$ cat config.mk
export PLATFORM = sky130hd
export DESIGN_NAME = dsa_stop_select
export DESIGN_NICKNAME = d
export VERILOG_FILES = /design/src/design/dsa_divider.v /design/src/design/dsa_stop_select.v
export VERILOG_INCLUDE_DIRS = /design/src /design/src/design
export SDC_FILE = /design/constraint.sdc
export NUM_CORES = 2
export LEC_CHECK = 0
export BUFFER_PORTS_ARGS = -buffer_cell sky130_fd_sc_hd__buf_2
export CORE_MARGIN = 2
export CORE_UTILIZATION = 45
export DETAILED_ROUTE_END_ITERATION = 12
export PLACE_DENSITY_LB_ADDON = 0.1
export SYNTH_ARGS = -nofsm -noshare
export SYNTH_HDL_FRONTEND = slang
export SYNTH_SLANG_ARGS = --single-unit
$ cat constraint.sdc
create_clock -name CLK_I -period 7.7 [get_ports CLK_I]
set_input_delay 0 -clock CLK_I [delete_from_list [all_inputs] [get_ports CLK_I]]
set_output_delay 0 -clock CLK_I [all_outputs]
set_load 0.05 [all_outputs]
$ cat src/design/dsa_defs.vh
`ifndef DSA_DEFS_VH
`define DSA_DEFS_VH
// ----------------------------------------
// Register index (printed offsets), byte address = 4 * index
// ----------------------------------------
`define DSA_IDX_QS_ACTION    16'h605A
`define DSA_IDX_SD_ACTION    16'h605B
`define DSA_IDX_DIS_ACTION   16'h605C
`define DSA_IDX_HALT_ACTION  16'h605D
`define DSA_IDX_SCALE_COUNT  16'h604C
`define DSA_IDX_SCALE_NUM    16'h6100
`define DSA_IDX_SCALE_DEN    16'h6101
`define DSA_IDX_CTRL         16'h6102
`define DSA_IDX_STATUS       16'h6103
`define DSA_IDX_SPEED_IN     16'h6104
`define DSA_IDX_SPEED_RPM    16'h6105
// ----------------------------------------
// Reset values
// ----------------------------------------
`define DSA_RST_QS_ACTION    16'h0002
`define DSA_RST_SD_ACTION    16'h0001
`define DSA_RST_DIS_ACTION   16'h0001
`define DSA_RST_HALT_ACTION  16'h0001
`define DSA_RST_SCALE_COUNT  8'h02
`define DSA_RST_SCALE_NUM    32'h0000_0001
`define DSA_RST_SCALE_DEN    32'h0000_0001
// ----------------------------------------
// Action codes
// ----------------------------------------
`define DSA_ACT_0            16'h0000
`define DSA_ACT_1            16'h0001
`define DSA_ACT_2            16'h0002
`define DSA_ACT_5            16'h0005
`define DSA_ACT_6            16'h0006
// ----------------------------------------
// Field positions and divider step count
// ----------------------------------------
`define DSA_HALT_BIT         8
`define DSA_SCALE_START_BIT  0
`define DSA_DIV_STEPS        64
`endif

$ cat src/design/dsa_divider.v
`timescale 1ns/1ps
`default_nettype none
// ----------------------------------------
// Signed serial divider, one quotient bit per clock
// ----------------------------------------
module dsa_divider #(
	parameter W = 64
) (
	// Clock and reset
	input  wire         clk_i,
	input  wire         rst_n_i,
	// Request
	input  wire         start_i,
	input  wire [W-1:0] dividend_i,
	input  wire [W-1:0] divisor_i,
	// Result
	output reg          busy_o,
	output reg          done_o,
	output reg  [W-1:0] quotient_o
);
	reg  [W-1:0] rem_reg;
	reg  [W-1:0] quo_reg;
	reg  [W-1:0] den_reg;
	reg          neg_reg;
	localparam [7:0] CNT_INIT = W;
	reg  [7:0]   cnt_reg;
	wire [W:0]   trial = {rem_reg, quo_reg[W-1]} - {1'b0, den_reg};
	wire [W-1:0] abs_n = dividend_i[W-1] ? (~dividend_i + 1'b1) : dividend_i;
	wire [W-1:0] abs_d = divisor_i[W-1] ? (~divisor_i + 1'b1) : divisor_i;
	wire [W-1:0] q_next = {quo_reg[W-2:0], ~trial[W]};

	always @(posedge clk_i or negedge rst_n_i) begin
		if (!rst_n_i) begin
			rem_reg    <= {W{1'b0}};
			quo_reg    <= {W{1'b0}};
			den_reg    <= {W{1'b0}};
			neg_reg    <= 1'b0;
			cnt_reg    <= 8'h00;
			busy_o     <= 1'b0;
			done_o     <= 1'b0;
			quotient_o <= {W{1'b0}};
		end else begin
			done_o <= 1'b0;
			if (start_i && !busy_o) begin
				rem_reg <= {W{1'b0}};
				quo_reg <= abs_n;
				den_reg <= abs_d;
				neg_reg <= dividend_i[W-1] ^ divisor_i[W-1];
				cnt_reg <= CNT_INIT;
				busy_o  <= 1'b1;
			end else if (busy_o) begin
				rem_reg <= trial[W] ? {rem_reg[W-2:0], quo_reg[W-1]} : trial[W-1:0];
				quo_reg <= q_next;
				cnt_reg <= cnt_reg - 8'h01;
				if (cnt_reg == 8'h01) begin
					busy_o     <= 1'b0;
					done_o     <= 1'b1;
					quotient_o <= neg_reg ? (~q_next + 1'b1) : q_next;
				end
			end
		end
	end
endmodule // dsa_divider
`default_nettype wire

$ cat src/design/dsa_stop_select.v
// Notes on behaviour
// - Speed in rpm equals internal speed times numerator divided by denominator.
// - Quick-stop code 0: stop at once, then go to Switch on disabled.
// - Quick-stop code 1 slow ramp, 2 quick ramp, then Switch on disabled.
// - Codes 5 or 6: brake, stay in Quick stop, energized, may re-enable.
// - Shutdown code 0 frees motor; code 1 slow ramp then Ready to switch on.
// - Disable code 0 frees motor; code 1 slow ramp then Switched on.
// - Controlword halt bit 8 set runs the configured halt action while the sequencer is idle.
// - Halt code 1 slow ramp, code 2 quick ramp; others reserved.
`timescale 1ns/1ps
`default_nettype none
`include "dsa_defs.vh"
module dsa_stop_select (
	// Clock and reset
	input  wire        CLK_I,
	input  wire        RST_N_I,
	// APB slave
	input  wire        PSEL_I,
	input  wire        PENABLE_I,
	input  wire        PWRITE_I,
	input  wire [31:0] PADDR_I,
	input  wire [31:0] PWDATA_I,
	output wire        PREADY_O,
	output reg  [31:0] PRDATA_O,
	output wire        PSLVERR_O,
	// Power state machine requests
	input  wire        QS_REQ_I,
	input  wire        SHUTDOWN_REQ_I,
	input  wire        DISABLE_REQ_I,
	input  wire        MOTOR_STOPPED_I,
	// Controlword halt bit source
	input  wire [15:0] CONTROLWORD_I,
	// Drive actions
	output reg         STOP_NOW_O,
	output reg         FREEWHEEL_O,
	output reg         RAMP_SLOW_O,
	output reg         RAMP_QUICK_O,
	output reg         HALT_ACTIVE_O,
	// State change requests
	output reg         GO_SWITCH_ON_DISABLED_O,
	output reg         GO_READY_O,
	output reg         GO_SWITCHED_ON_O,
	output reg         STAY_QS_ACTIVE_O,
	// Speed scaling
	input  wire [31:0] SPEED_INTERNAL_I,
	output reg  [31:0] SPEED_RPM_O,
	output reg         SPEED_VALID_O
);
	// ----------------------------------------
	// State codes
	// ----------------------------------------
	localparam [5:0] ST_IDLE = 6'b000001;
	localparam [5:0] ST_QS   = 6'b000010;
	localparam [5:0] ST_QSH  = 6'b000100;
	localparam [5:0] ST_SD   = 6'b001000;
	localparam [5:0] ST_DIS  = 6'b010000;
	localparam [5:0] ST_DONE = 6'b100000;

	// ----------------------------------------
	// Input synchronisers
	// ----------------------------------------
	reg  [20:0] sync1_reg;
	reg  [20:0] sync2_reg;
	wire [20:0] raw_in = {CONTROLWORD_I, QS_REQ_I, SHUTDOWN_REQ_I, DISABLE_REQ_I,
		MOTOR_STOPPED_I, 1'b0};
	always @(posedge CLK_I or negedge RST_N_I) begin
		if (!RST_N_I) begin
			sync1_reg <= 21'h00_0000;
			sync2_reg <= 21'h00_0000;
		end else begin
			sync1_reg <= raw_in;
			sync2_reg <= sync1_reg;
		end
	end
	wire [15:0] ctrl_s    = sync2_reg[20:5];
	wire        qs_s      = sync2_reg[4];
	wire        sd_s      = sync2_reg[3];
	wire        dis_s     = sync2_reg[2];
	wire        stopped_s = sync2_reg[1];

	// ----------------------------------------
	// Registers
	// ----------------------------------------
	reg  [15:0] qs_action_reg;
	reg  [15:0] sd_action_reg;
	reg  [15:0] dis_action_reg;
	reg  [15:0] halt_action_reg;
	reg  [31:0] scale_num_reg;
	reg  [31:0] scale_den_reg;
	reg         auto_scale_reg;
	reg         scale_go_reg;
	reg  [5:0]  state_reg;
	reg  [5:0]  state_next;

	wire        apb_acc = PSEL_I && PENABLE_I;
	wire        apb_wr  = apb_acc && PWRITE_I;
	wire [15:0] idx     = PADDR_I[17:2];
	wire        aligned = (PADDR_I[1:0] == 2'b00) && (PADDR_I[31:18] == 14'h0000);
	reg         hit;

	always @* begin
		case (idx)
			`DSA_IDX_QS_ACTION, `DSA_IDX_SD_ACTION, `DSA_IDX_DIS_ACTION,
			`DSA_IDX_HALT_ACTION, `DSA_IDX_SCALE_COUNT, `DSA_IDX_SCALE_NUM,
			`DSA_IDX_SCALE_DEN, `DSA_IDX_CTRL, `DSA_IDX_STATUS,
			`DSA_IDX_SPEED_IN, `DSA_IDX_SPEED_RPM: hit = aligned;
			default: hit = 1'b0;
		endcase
	end

	assign PREADY_O  = 1'b1;
	assign PSLVERR_O = apb_acc && !hit;

	always @(posedge CLK_I or negedge RST_N_I) begin
		if (!RST_N_I) begin
			qs_action_reg   <= `DSA_RST_QS_ACTION;
			sd_action_reg   <= `DSA_RST_SD_ACTION;
			dis_action_reg  <= `DSA_RST_DIS_ACTION;
			halt_action_reg <= `DSA_RST_HALT_ACTION;
			scale_num_reg   <= `DSA_RST_SCALE_NUM;
			scale_den_reg   <= `DSA_RST_SCALE_DEN;
			auto_scale_reg  <= 1'b0;
			scale_go_reg    <= 1'b0;
		end else begin
			scale_go_reg <= 1'b0;
			if (apb_wr && hit) begin
				case (idx)
					`DSA_IDX_QS_ACTION:   qs_action_reg   <= PWDATA_I[15:0];
					`DSA_IDX_SD_ACTION:   sd_action_reg   <= PWDATA_I[15:0];
					`DSA_IDX_DIS_ACTION:  dis_action_reg  <= PWDATA_I[15:0];
					`DSA_IDX_HALT_ACTION: halt_action_reg <= PWDATA_I[15:0];
					`DSA_IDX_SCALE_NUM:   scale_num_reg   <= PWDATA_I;
					`DSA_IDX_SCALE_DEN:   scale_den_reg   <= PWDATA_I;
					`DSA_IDX_CTRL: begin
						auto_scale_reg <= PWDATA_I[1];
						scale_go_reg   <= PWDATA_I[`DSA_SCALE_START_BIT];
					end
					default: ;
				endcase
			end
		end
	end

	// ----------------------------------------
	// Speed scaling
	// ----------------------------------------
	reg  [63:0] product_reg;
	reg         prod_ok_reg;
	wire        div_busy;
	wire        div_done;
	wire [63:0] quotient;
	wire        trig = scale_go_reg || (auto_scale_reg && !div_busy && !prod_ok_reg);

	always @(posedge CLK_I or negedge RST_N_I) begin
		if (!RST_N_I) begin
			product_reg <= 64'h0000_0000_0000_0000;
			prod_ok_reg <= 1'b0;
		end else begin
			prod_ok_reg <= trig && !div_busy;
			if (trig && !div_busy) begin
				product_reg <= $signed(SPEED_INTERNAL_I) * $signed(scale_num_reg);
			end
		end
	end

	dsa_divider #(
		.W(64)
	) u_div (
		.clk_i      (CLK_I),
		.rst_n_i    (RST_N_I),
		.start_i    (prod_ok_reg),
		.dividend_i (product_reg),
		.divisor_i  ({{32{scale_den_reg[31]}}, scale_den_reg}),
		.busy_o     (div_busy),
		.done_o     (div_done),
		.quotient_o (quotient)
	);

	always @(posedge CLK_I or negedge RST_N_I) begin
		if (!RST_N_I) begin
			SPEED_RPM_O   <= 32'h0000_0000;
			SPEED_VALID_O <= 1'b0;
		end else if (div_done) begin
			SPEED_RPM_O   <= quotient[31:0];
			SPEED_VALID_O <= 1'b1;
		end
	end

	// ----------------------------------------
	// Stop action sequencer
	// ----------------------------------------
	always @* begin
		state_next = state_reg;
		case (state_reg)
			ST_IDLE: begin
				if (qs_s)
					state_next = ST_QS;
				else if (sd_s)
					state_next = ST_SD;
				else if (dis_s)
					state_next = ST_DIS;
			end
			ST_QS: begin
				if (qs_action_reg == `DSA_ACT_0)
					state_next = ST_DONE;
				else if (stopped_s && (qs_action_reg == `DSA_ACT_5 ||
					qs_action_reg == `DSA_ACT_6))
					state_next = ST_QSH;
				else if (stopped_s)
					state_next = ST_DONE;
			end
			ST_QSH: begin
				if (!qs_s)
					state_next = ST_IDLE;
			end
			ST_SD: begin
				if (sd_action_reg == `DSA_ACT_0 || stopped_s)
					state_next = ST_DONE;
			end
			ST_DIS: begin
				if (dis_action_reg == `DSA_ACT_0 || stopped_s)
					state_next = ST_DONE;
			end
			ST_DONE: begin
				if (!qs_s && !sd_s && !dis_s)
					state_next = ST_IDLE;
			end
			default: state_next = ST_IDLE;
		endcase
	end

	reg [5:0] from_reg;
	always @(posedge CLK_I or negedge RST_N_I) begin
		if (!RST_N_I) begin
			state_reg <= ST_IDLE;
			from_reg  <= ST_IDLE;
		end else begin
			state_reg <= state_next;
			if (state_reg != ST_DONE)
				from_reg <= state_reg;
		end
	end

	// ----------------------------------------
	// Action outputs
	// ----------------------------------------
	wire halt_on = ctrl_s[`DSA_HALT_BIT] && (state_reg == ST_IDLE);
	always @(posedge CLK_I or negedge RST_N_I) begin
		if (!RST_N_I) begin
			STOP_NOW_O              <= 1'b0;
			FREEWHEEL_O             <= 1'b0;
			RAMP_SLOW_O             <= 1'b0;
			RAMP_QUICK_O            <= 1'b0;
			HALT_ACTIVE_O           <= 1'b0;
			GO_SWITCH_ON_DISABLED_O <= 1'b0;
			GO_READY_O              <= 1'b0;
			GO_SWITCHED_ON_O        <= 1'b0;
			STAY_QS_ACTIVE_O        <= 1'b0;
		end else begin
			STOP_NOW_O   <= (state_reg == ST_QS) && (qs_action_reg == `DSA_ACT_0);
			FREEWHEEL_O  <= ((state_reg == ST_SD) && (sd_action_reg == `DSA_ACT_0)) ||
				((state_reg == ST_DIS) && (dis_action_reg == `DSA_ACT_0));
			RAMP_SLOW_O  <= ((state_reg == ST_QS) && (qs_action_reg == `DSA_ACT_1 ||
				qs_action_reg == `DSA_ACT_5)) ||
				((state_reg == ST_SD) && (sd_action_reg == `DSA_ACT_1)) ||
				((state_reg == ST_DIS) && (dis_action_reg == `DSA_ACT_1)) ||
				(halt_on && halt_action_reg == `DSA_ACT_1);
			RAMP_QUICK_O <= ((state_reg == ST_QS) && (qs_action_reg == `DSA_ACT_2 ||
				qs_action_reg == `DSA_ACT_6)) ||
				(halt_on && halt_action_reg == `DSA_ACT_2);
			HALT_ACTIVE_O <= halt_on;
			GO_SWITCH_ON_DISABLED_O <= (state_reg == ST_DONE) && (from_reg == ST_QS);
			GO_READY_O       <= (state_reg == ST_DONE) && (from_reg == ST_SD);
			GO_SWITCHED_ON_O <= (state_reg == ST_DONE) && (from_reg == ST_DIS);
			STAY_QS_ACTIVE_O <= (state_reg == ST_QSH);
		end
	end

	// ----------------------------------------
	// Read data
	// ----------------------------------------
	always @(posedge CLK_I or negedge RST_N_I) begin
		if (!RST_N_I) begin
			PRDATA_O <= 32'h0000_0000;
		end else if (PSEL_I && !PENABLE_I && !PWRITE_I) begin
			case (idx)
				`DSA_IDX_QS_ACTION:   PRDATA_O <= {16'h0000, qs_action_reg};
				`DSA_IDX_SD_ACTION:   PRDATA_O <= {16'h0000, sd_action_reg};
				`DSA_IDX_DIS_ACTION:  PRDATA_O <= {16'h0000, dis_action_reg};
				`DSA_IDX_HALT_ACTION: PRDATA_O <= {16'h0000, halt_action_reg};
				`DSA_IDX_SCALE_COUNT: PRDATA_O <= {24'h00_0000, `DSA_RST_SCALE_COUNT};
				`DSA_IDX_SCALE_NUM:   PRDATA_O <= scale_num_reg;
				`DSA_IDX_SCALE_DEN:   PRDATA_O <= scale_den_reg;
				`DSA_IDX_CTRL:        PRDATA_O <= {30'h0000_0000, auto_scale_reg, 1'b0};
				`DSA_IDX_STATUS:      PRDATA_O <= {24'h00_0000, div_busy, halt_on, state_reg};
				`DSA_IDX_SPEED_IN:    PRDATA_O <= SPEED_INTERNAL_I;
				`DSA_IDX_SPEED_RPM:   PRDATA_O <= SPEED_RPM_O;
				default:              PRDATA_O <= 32'h0000_0000;
			endcase
		end
	end
endmodule // dsa_stop_select
`default_nettype wire

# After elaboration in Yosys (flattened, before gate mapping)
# Cells that the tools add are included.
# Widths: inputs -> output; s select.
# op_classes
addsub	5
n_mul	1
eq_ne	36
n_mux	31
bitwise_logic	6
n_reduce_logical	62
# ops
cell	count
$mux 64	7
$pmux 32 s11	1
$eq 16x15->1 const B	11
$add 64x1->64 const B	2
$not 64->64	2
$sub 65x64->65	1
$eq 16x1->1 const B	4
$mul 32x32->64	1
$mux 6	10
$logic_not 16->1	3
$pmux 6 s6	1
$add 32x1->32 const B	1
$eq 16x2->1 const B	2
$eq 16x3->1 const B	2
$mux 32	1
$not 32->32	1
$logic_and 1x1->1	27
$mux 8	2
$logic_not 14->1	1
$reduce_and 2->1	7
$eq 6x2->1 const B	2
$eq 6x4->1 const B	2
$eq 6x5->1 const B	2
$logic_or 1x1->1	11
other kinds (17)	37
# word_totals
regBits	542
input_bits	121
output_inout_bits	76
wordCells	175

# Depth between registers and ports, before layout
# logic_depth
depth_word	6
depth_mapped	30
mapped_depth_nobuf	29

# Cells and area by module
# From an unflattened synthesis, not the netlist that was laid out.
# hier_totals
hier_cells	7168
hier_area_um2	67143.1
# by_module_without_submodules
module	n_inst	cells_each	area_each_um2	seq_area_each_um2
dsa_stop_select	1	4828	48237.5	7292.0
dsa_divider	1	2340	18905.6	6681.4

# Least setup slack after synthesis
# OpenSTA, ideal clock, no wires.
# synth_path
path_type	register -> register
from	register scale_num_reg[2]
to	register product_reg[63]
setup_time_ns	0.133
arrival_ns	7.664
required_time_ns	7.567
path_slack_ns	-0.097
stages_incl_launch_ff	28
n_path_buf	2
period_less_slack_ns	7.797
path_cell_list	dfrtp_1 clkbuf_1 clkbuf_1 nand2_1 inv_1 fa_1 fa_1 fa_1 fa_1 inv_1 fa_1 inv_1 fa_1 inv_1 fa_1 inv_1 fa_1 ha_1 a21oi_1 nor2b_1 o21ai_0 nand2b_1 a21o_1 a21o_1 a21o_1 a221o_1 xnor2_1 o21ai_0
# synth_via
elab_chain_cells	1
# synth_rtl
item	line	text
start, declared	dsa_stop_select.v:88	reg [31:0] scale_num_reg;
start signal, assigned	dsa_stop_select.v:120	scale_num_reg <= `DSA_RST_SCALE_NUM;
$mul 32x32->64	dsa_stop_select.v:161	product_reg <= $signed(SPEED_INTERNAL_I) * $signed(scale_num_reg);
end signal, assigned	dsa_stop_select.v:161	
end, declared	dsa_stop_select.v:147	reg [63:0] product_reg;
# Every way passes these cells.
# A chain may end at the register's enable or synchronous reset.

# Worst setup path after layout
# layout_path
from	register scale_num_reg[3]
to	register product_reg[59]
# Same word-level chain as after synthesis.

==> summary.md <==
| Metric | Value |
|---|---|
| Status | `completed` |
| Final min period | `approximately 7600 ps` |
| H-tree depth | `2` |
| Final hold viol count | `0` |
| Synth top area cells | `fa_1 (34%), dfrtp_1 (20%), inv_1 (6.2%)` |
| Kind of critical path | `reg -> reg` |
| I/O Pins | `roughly 200` |
| Syn Nets | `~8k` |
| Slowest CP cell | `fa_2` |
| ANT nets after route | `0` |
| Final setup vio count | `0` |
| Synth top cells by count | `fa_1 (1083), inv_1 (1059), nand2_1 (910)` |
| GP Congestion | `~0.90` |
| Worst path most repeated cell | `fa_1` |
| Setup ws final | `119 ps` |
| Crit end category | `flop` |
| Crit share post-route | `0.985` |
| Floorplan core area | `around 0.14 mm2` |
| EDFF count, synth | `0` |
| Total track usage | `0.269` |
| Depth of the most critical reg-to-reg path | `29` |
| First-pass GRT wire length | `between 300 and 400 mm` |
| Post-Route WL | `193 mm` |
| Synth area leader | `fa_1` |
| DRT Pass-1 Iters | `9` |
| Slew @ Worst Pin | `about 1200 ps` |
| Via count | `between 40k and 50k` |
| Hpwl dp | `around 150 mm` |
| Post-Place Setup Slack | `-302 ps` |
| Worst hold stages | `2` |
| Synth Instances | `6752` |
| #FFs+latches synth | `526` |
| CTS Buffer Depth | `3` |
| Ys flop type | `dfrtp_1` |
| CTS Sinks | `526` |
| Starting Density | `0.452` |
| Max Clk Rate | `roughly 130 MHz` |
| WL per Instance | `between 20 and 25 um` |
| Syn Std Cell Area | `approximately 0.064 mm2` |
| Leakage | `~35 nW` |
| DRC viols | `0` |
| Worst slew margin | `0.213` |
| Vias in the first global route | `approximately 51k` |
| CTS tree | `built` |
| Initial antenna violation count | `11` |
| Fin. max-slew vios | `0` |
| CP max stage delay | `around 610 ps` |
| # rows | `approximately 140` |
| Critical path startpoint category | `flop` |
| Synth Area per Inst | `between 9 and 10 um2` |
| Worst Hold Class | `in -> reg` |
| Clk Latency, worst-skew pair | `660 ps` |
| Critical path peak fanout | `12` |
| Peak supply drop | `approximately 0.18 mV` |
| Pin count of the biggest net entering global routing | `90` |
| Distinct cells, synth | `84` |
| Area grow syn2layout | `13.2%` |
| Most instantiated library cell after synthesis | `fa_1` |
| PD cells | `92.1 mW/mm2` |
| WP data required | `8200 ps` |
| RSZ-0062 raised after global routing | `yes` |
| Critical path data arrival time | `8080 ps` |
| Area share of the largest cell type after synthesis | `0.339` |
| Async S/R FF share, synth | `1.00` |
| Layout cells sized above 1 | `0.141` |
| Post-layout util | `0.512` |
| IO buf count | `between 150 and 200` |
| Die area | `between 0.1 and 0.15 mm2` |
| Clock-pin slew on the worst setup and hold paths | `approximately 60 ps` |
| Skew final | `46.0 ps` |
| Final net count | `between 8k and 9k` |
| Max-cap viol count | `0` |
| Fill cells | `between 10k and 15k` |
| Root Buffer | `clkbuf_16` |
| Initial DRC count | `3043` |
| Die span in y | `381 um` |
| Ys Warns | `0` |
| Sequential share of the synthesized area | `0.206` |
| GRT Residual Overflow | `0` |
| Die Wd | `381 um` |
| Clock buffer count from CTS | `a little under 60` |
| Via density | `between 5 and 6` |
what timing repair did:
action | 4_1_cts | 5_1_grt
endpoints found under the setup margin | 17 | 24
pin swaps | 34 | 43
setup buffers | 15 | 14
gates resized for setup | 44 | 89
hold endpoints to repair | 238 | 0
cloned | 3 | 1
hold buffers | 45 | 0
final cells by class:
| cell class | instances | area, um2 | area share |
|---|---|---|---|
| inverters | 1062 | 4000 | 0.0552 |
| multi-input cells | 4774 | 45800 | 0.633 |
| diodes | 3 | 7.51 | 0.000104 |
| clock inverters | 29 | 442 | 0.00611 |
| flip-flops and latches | 526 | 13200 | 0.183 |
| clock buffers | 76 | 1620 | 0.0224 |
| well taps | 1890 | 2360 | 0.0327 |
| repair buffers | 616 | 4930 | 0.0682 |
kinds of logic (layout without fill, tap and decap cells):
group / Yosys count / count (layout) / share of synthesized area
AND/OR/NAND/NOR: 1978 / 1978 / 0.151
buffers and inverters: 1452 / 1783 / 0.0858
adder cells (fa/ha/maj): 1336 / 1336 / 0.389
AO/OA/AOI/OAI: 1027 / 1027 / 0.102
flip-flops: 526 / 526 / 0.206
XOR/XNOR: 254 / 254 / 0.0349
multiplexers: 178 / 178 / 0.0311
other: 1 / 4 / 0.0000587
final timing paths:
kind	slack [ps]	end	start
max reg2reg	120	product_reg[59]	scale_num_reg[3]
max	120	product_reg[59]	scale_num_reg[3]
min	30	sync1_reg[3]	SHUTDOWN_REQ_I
min in group asynchronous	480	u_div.quotient_o[5]	RST_N_I
max in group asynchronous	5260	product_reg[37]	RST_N_I
min reg2reg	360	sync2_reg[1]	sync1_reg[1]
per-stage QoR:
stage / cells / power [mW] / instance area [um2] / hold slack, ps / setup TNS, ps
after floorplan: 6752 / 3.27 / 63900 / -296 / 0
after detailed placement: 8791 / 3.62 / 68900 / 91.4 / -2620
after CTS: 8958 / 6.72 / 71800 / 8.95 / -18.1
after global routing: 8973 / 6.89 / 72300 / 7.21 / -1350
after global placement: 8791 / 3.62 / 68900 / 87.8 / -538
final: 8976 / 6.66 / 72300 / 29.3 / 0
worst max-delay path, delay by kind of cell, from the launching register on:
kind	cells	cell delay, ps
adders and majority gates	9	4360
buffers and inverters	10	1350
AOI/OAI and AO/OA	5	680
and+or+nand+nor	4	490
DFF	1	400
xor gates and xnor gates	1	160
per-layer routing:
metal / wire length, um / share of wire / track usage
met1: 80600 / 0.42 / 0.355
met2: 92900 / 0.48 / 0.450
met3: 10000 / 0.052 / 0.0309
met4: 9100 / 0.047 / 0.111
met5: 0 / 0 / 0
cells in the final DEF (no fill, tap or decap), types with 22 or more instances in the layout:
cell,instances
xnor2_1,92
clkbuf_16,60
nand2_1,903
nor2_1,188
nand4_1,40
or3_1,27
a221oi_1,25
nand2b_1,28
dlygate4sd3_1,44
buf_4,338
inv_1,1055
and2_1,526
o31ai_1,49
a22o_1,27
a31oi_1,34
a222oi_1,22
nor3_1,29
o21bai_1,24
o21ai_0,351
ha_1,240
mux2_2,163
a21o_1,75
fa_1,1062
o21a_1,26
buf_12,41
buf_2,179
xor2_1,160
or4_1,22
nand3_1,69
dfrtp_1,499
a21oi_1,205
o41ai_1,23
nor4_1,24
power breakdown:
part	leakage, nW	total, mW	switching, mW	internal [mW]
combinational	27.5	0.729	0.511	0.218
clock	1.01	3.06	1.27	1.79
sequential	6.87	2.87	0.0521	2.82
Power figures use the tool's default switching activity.
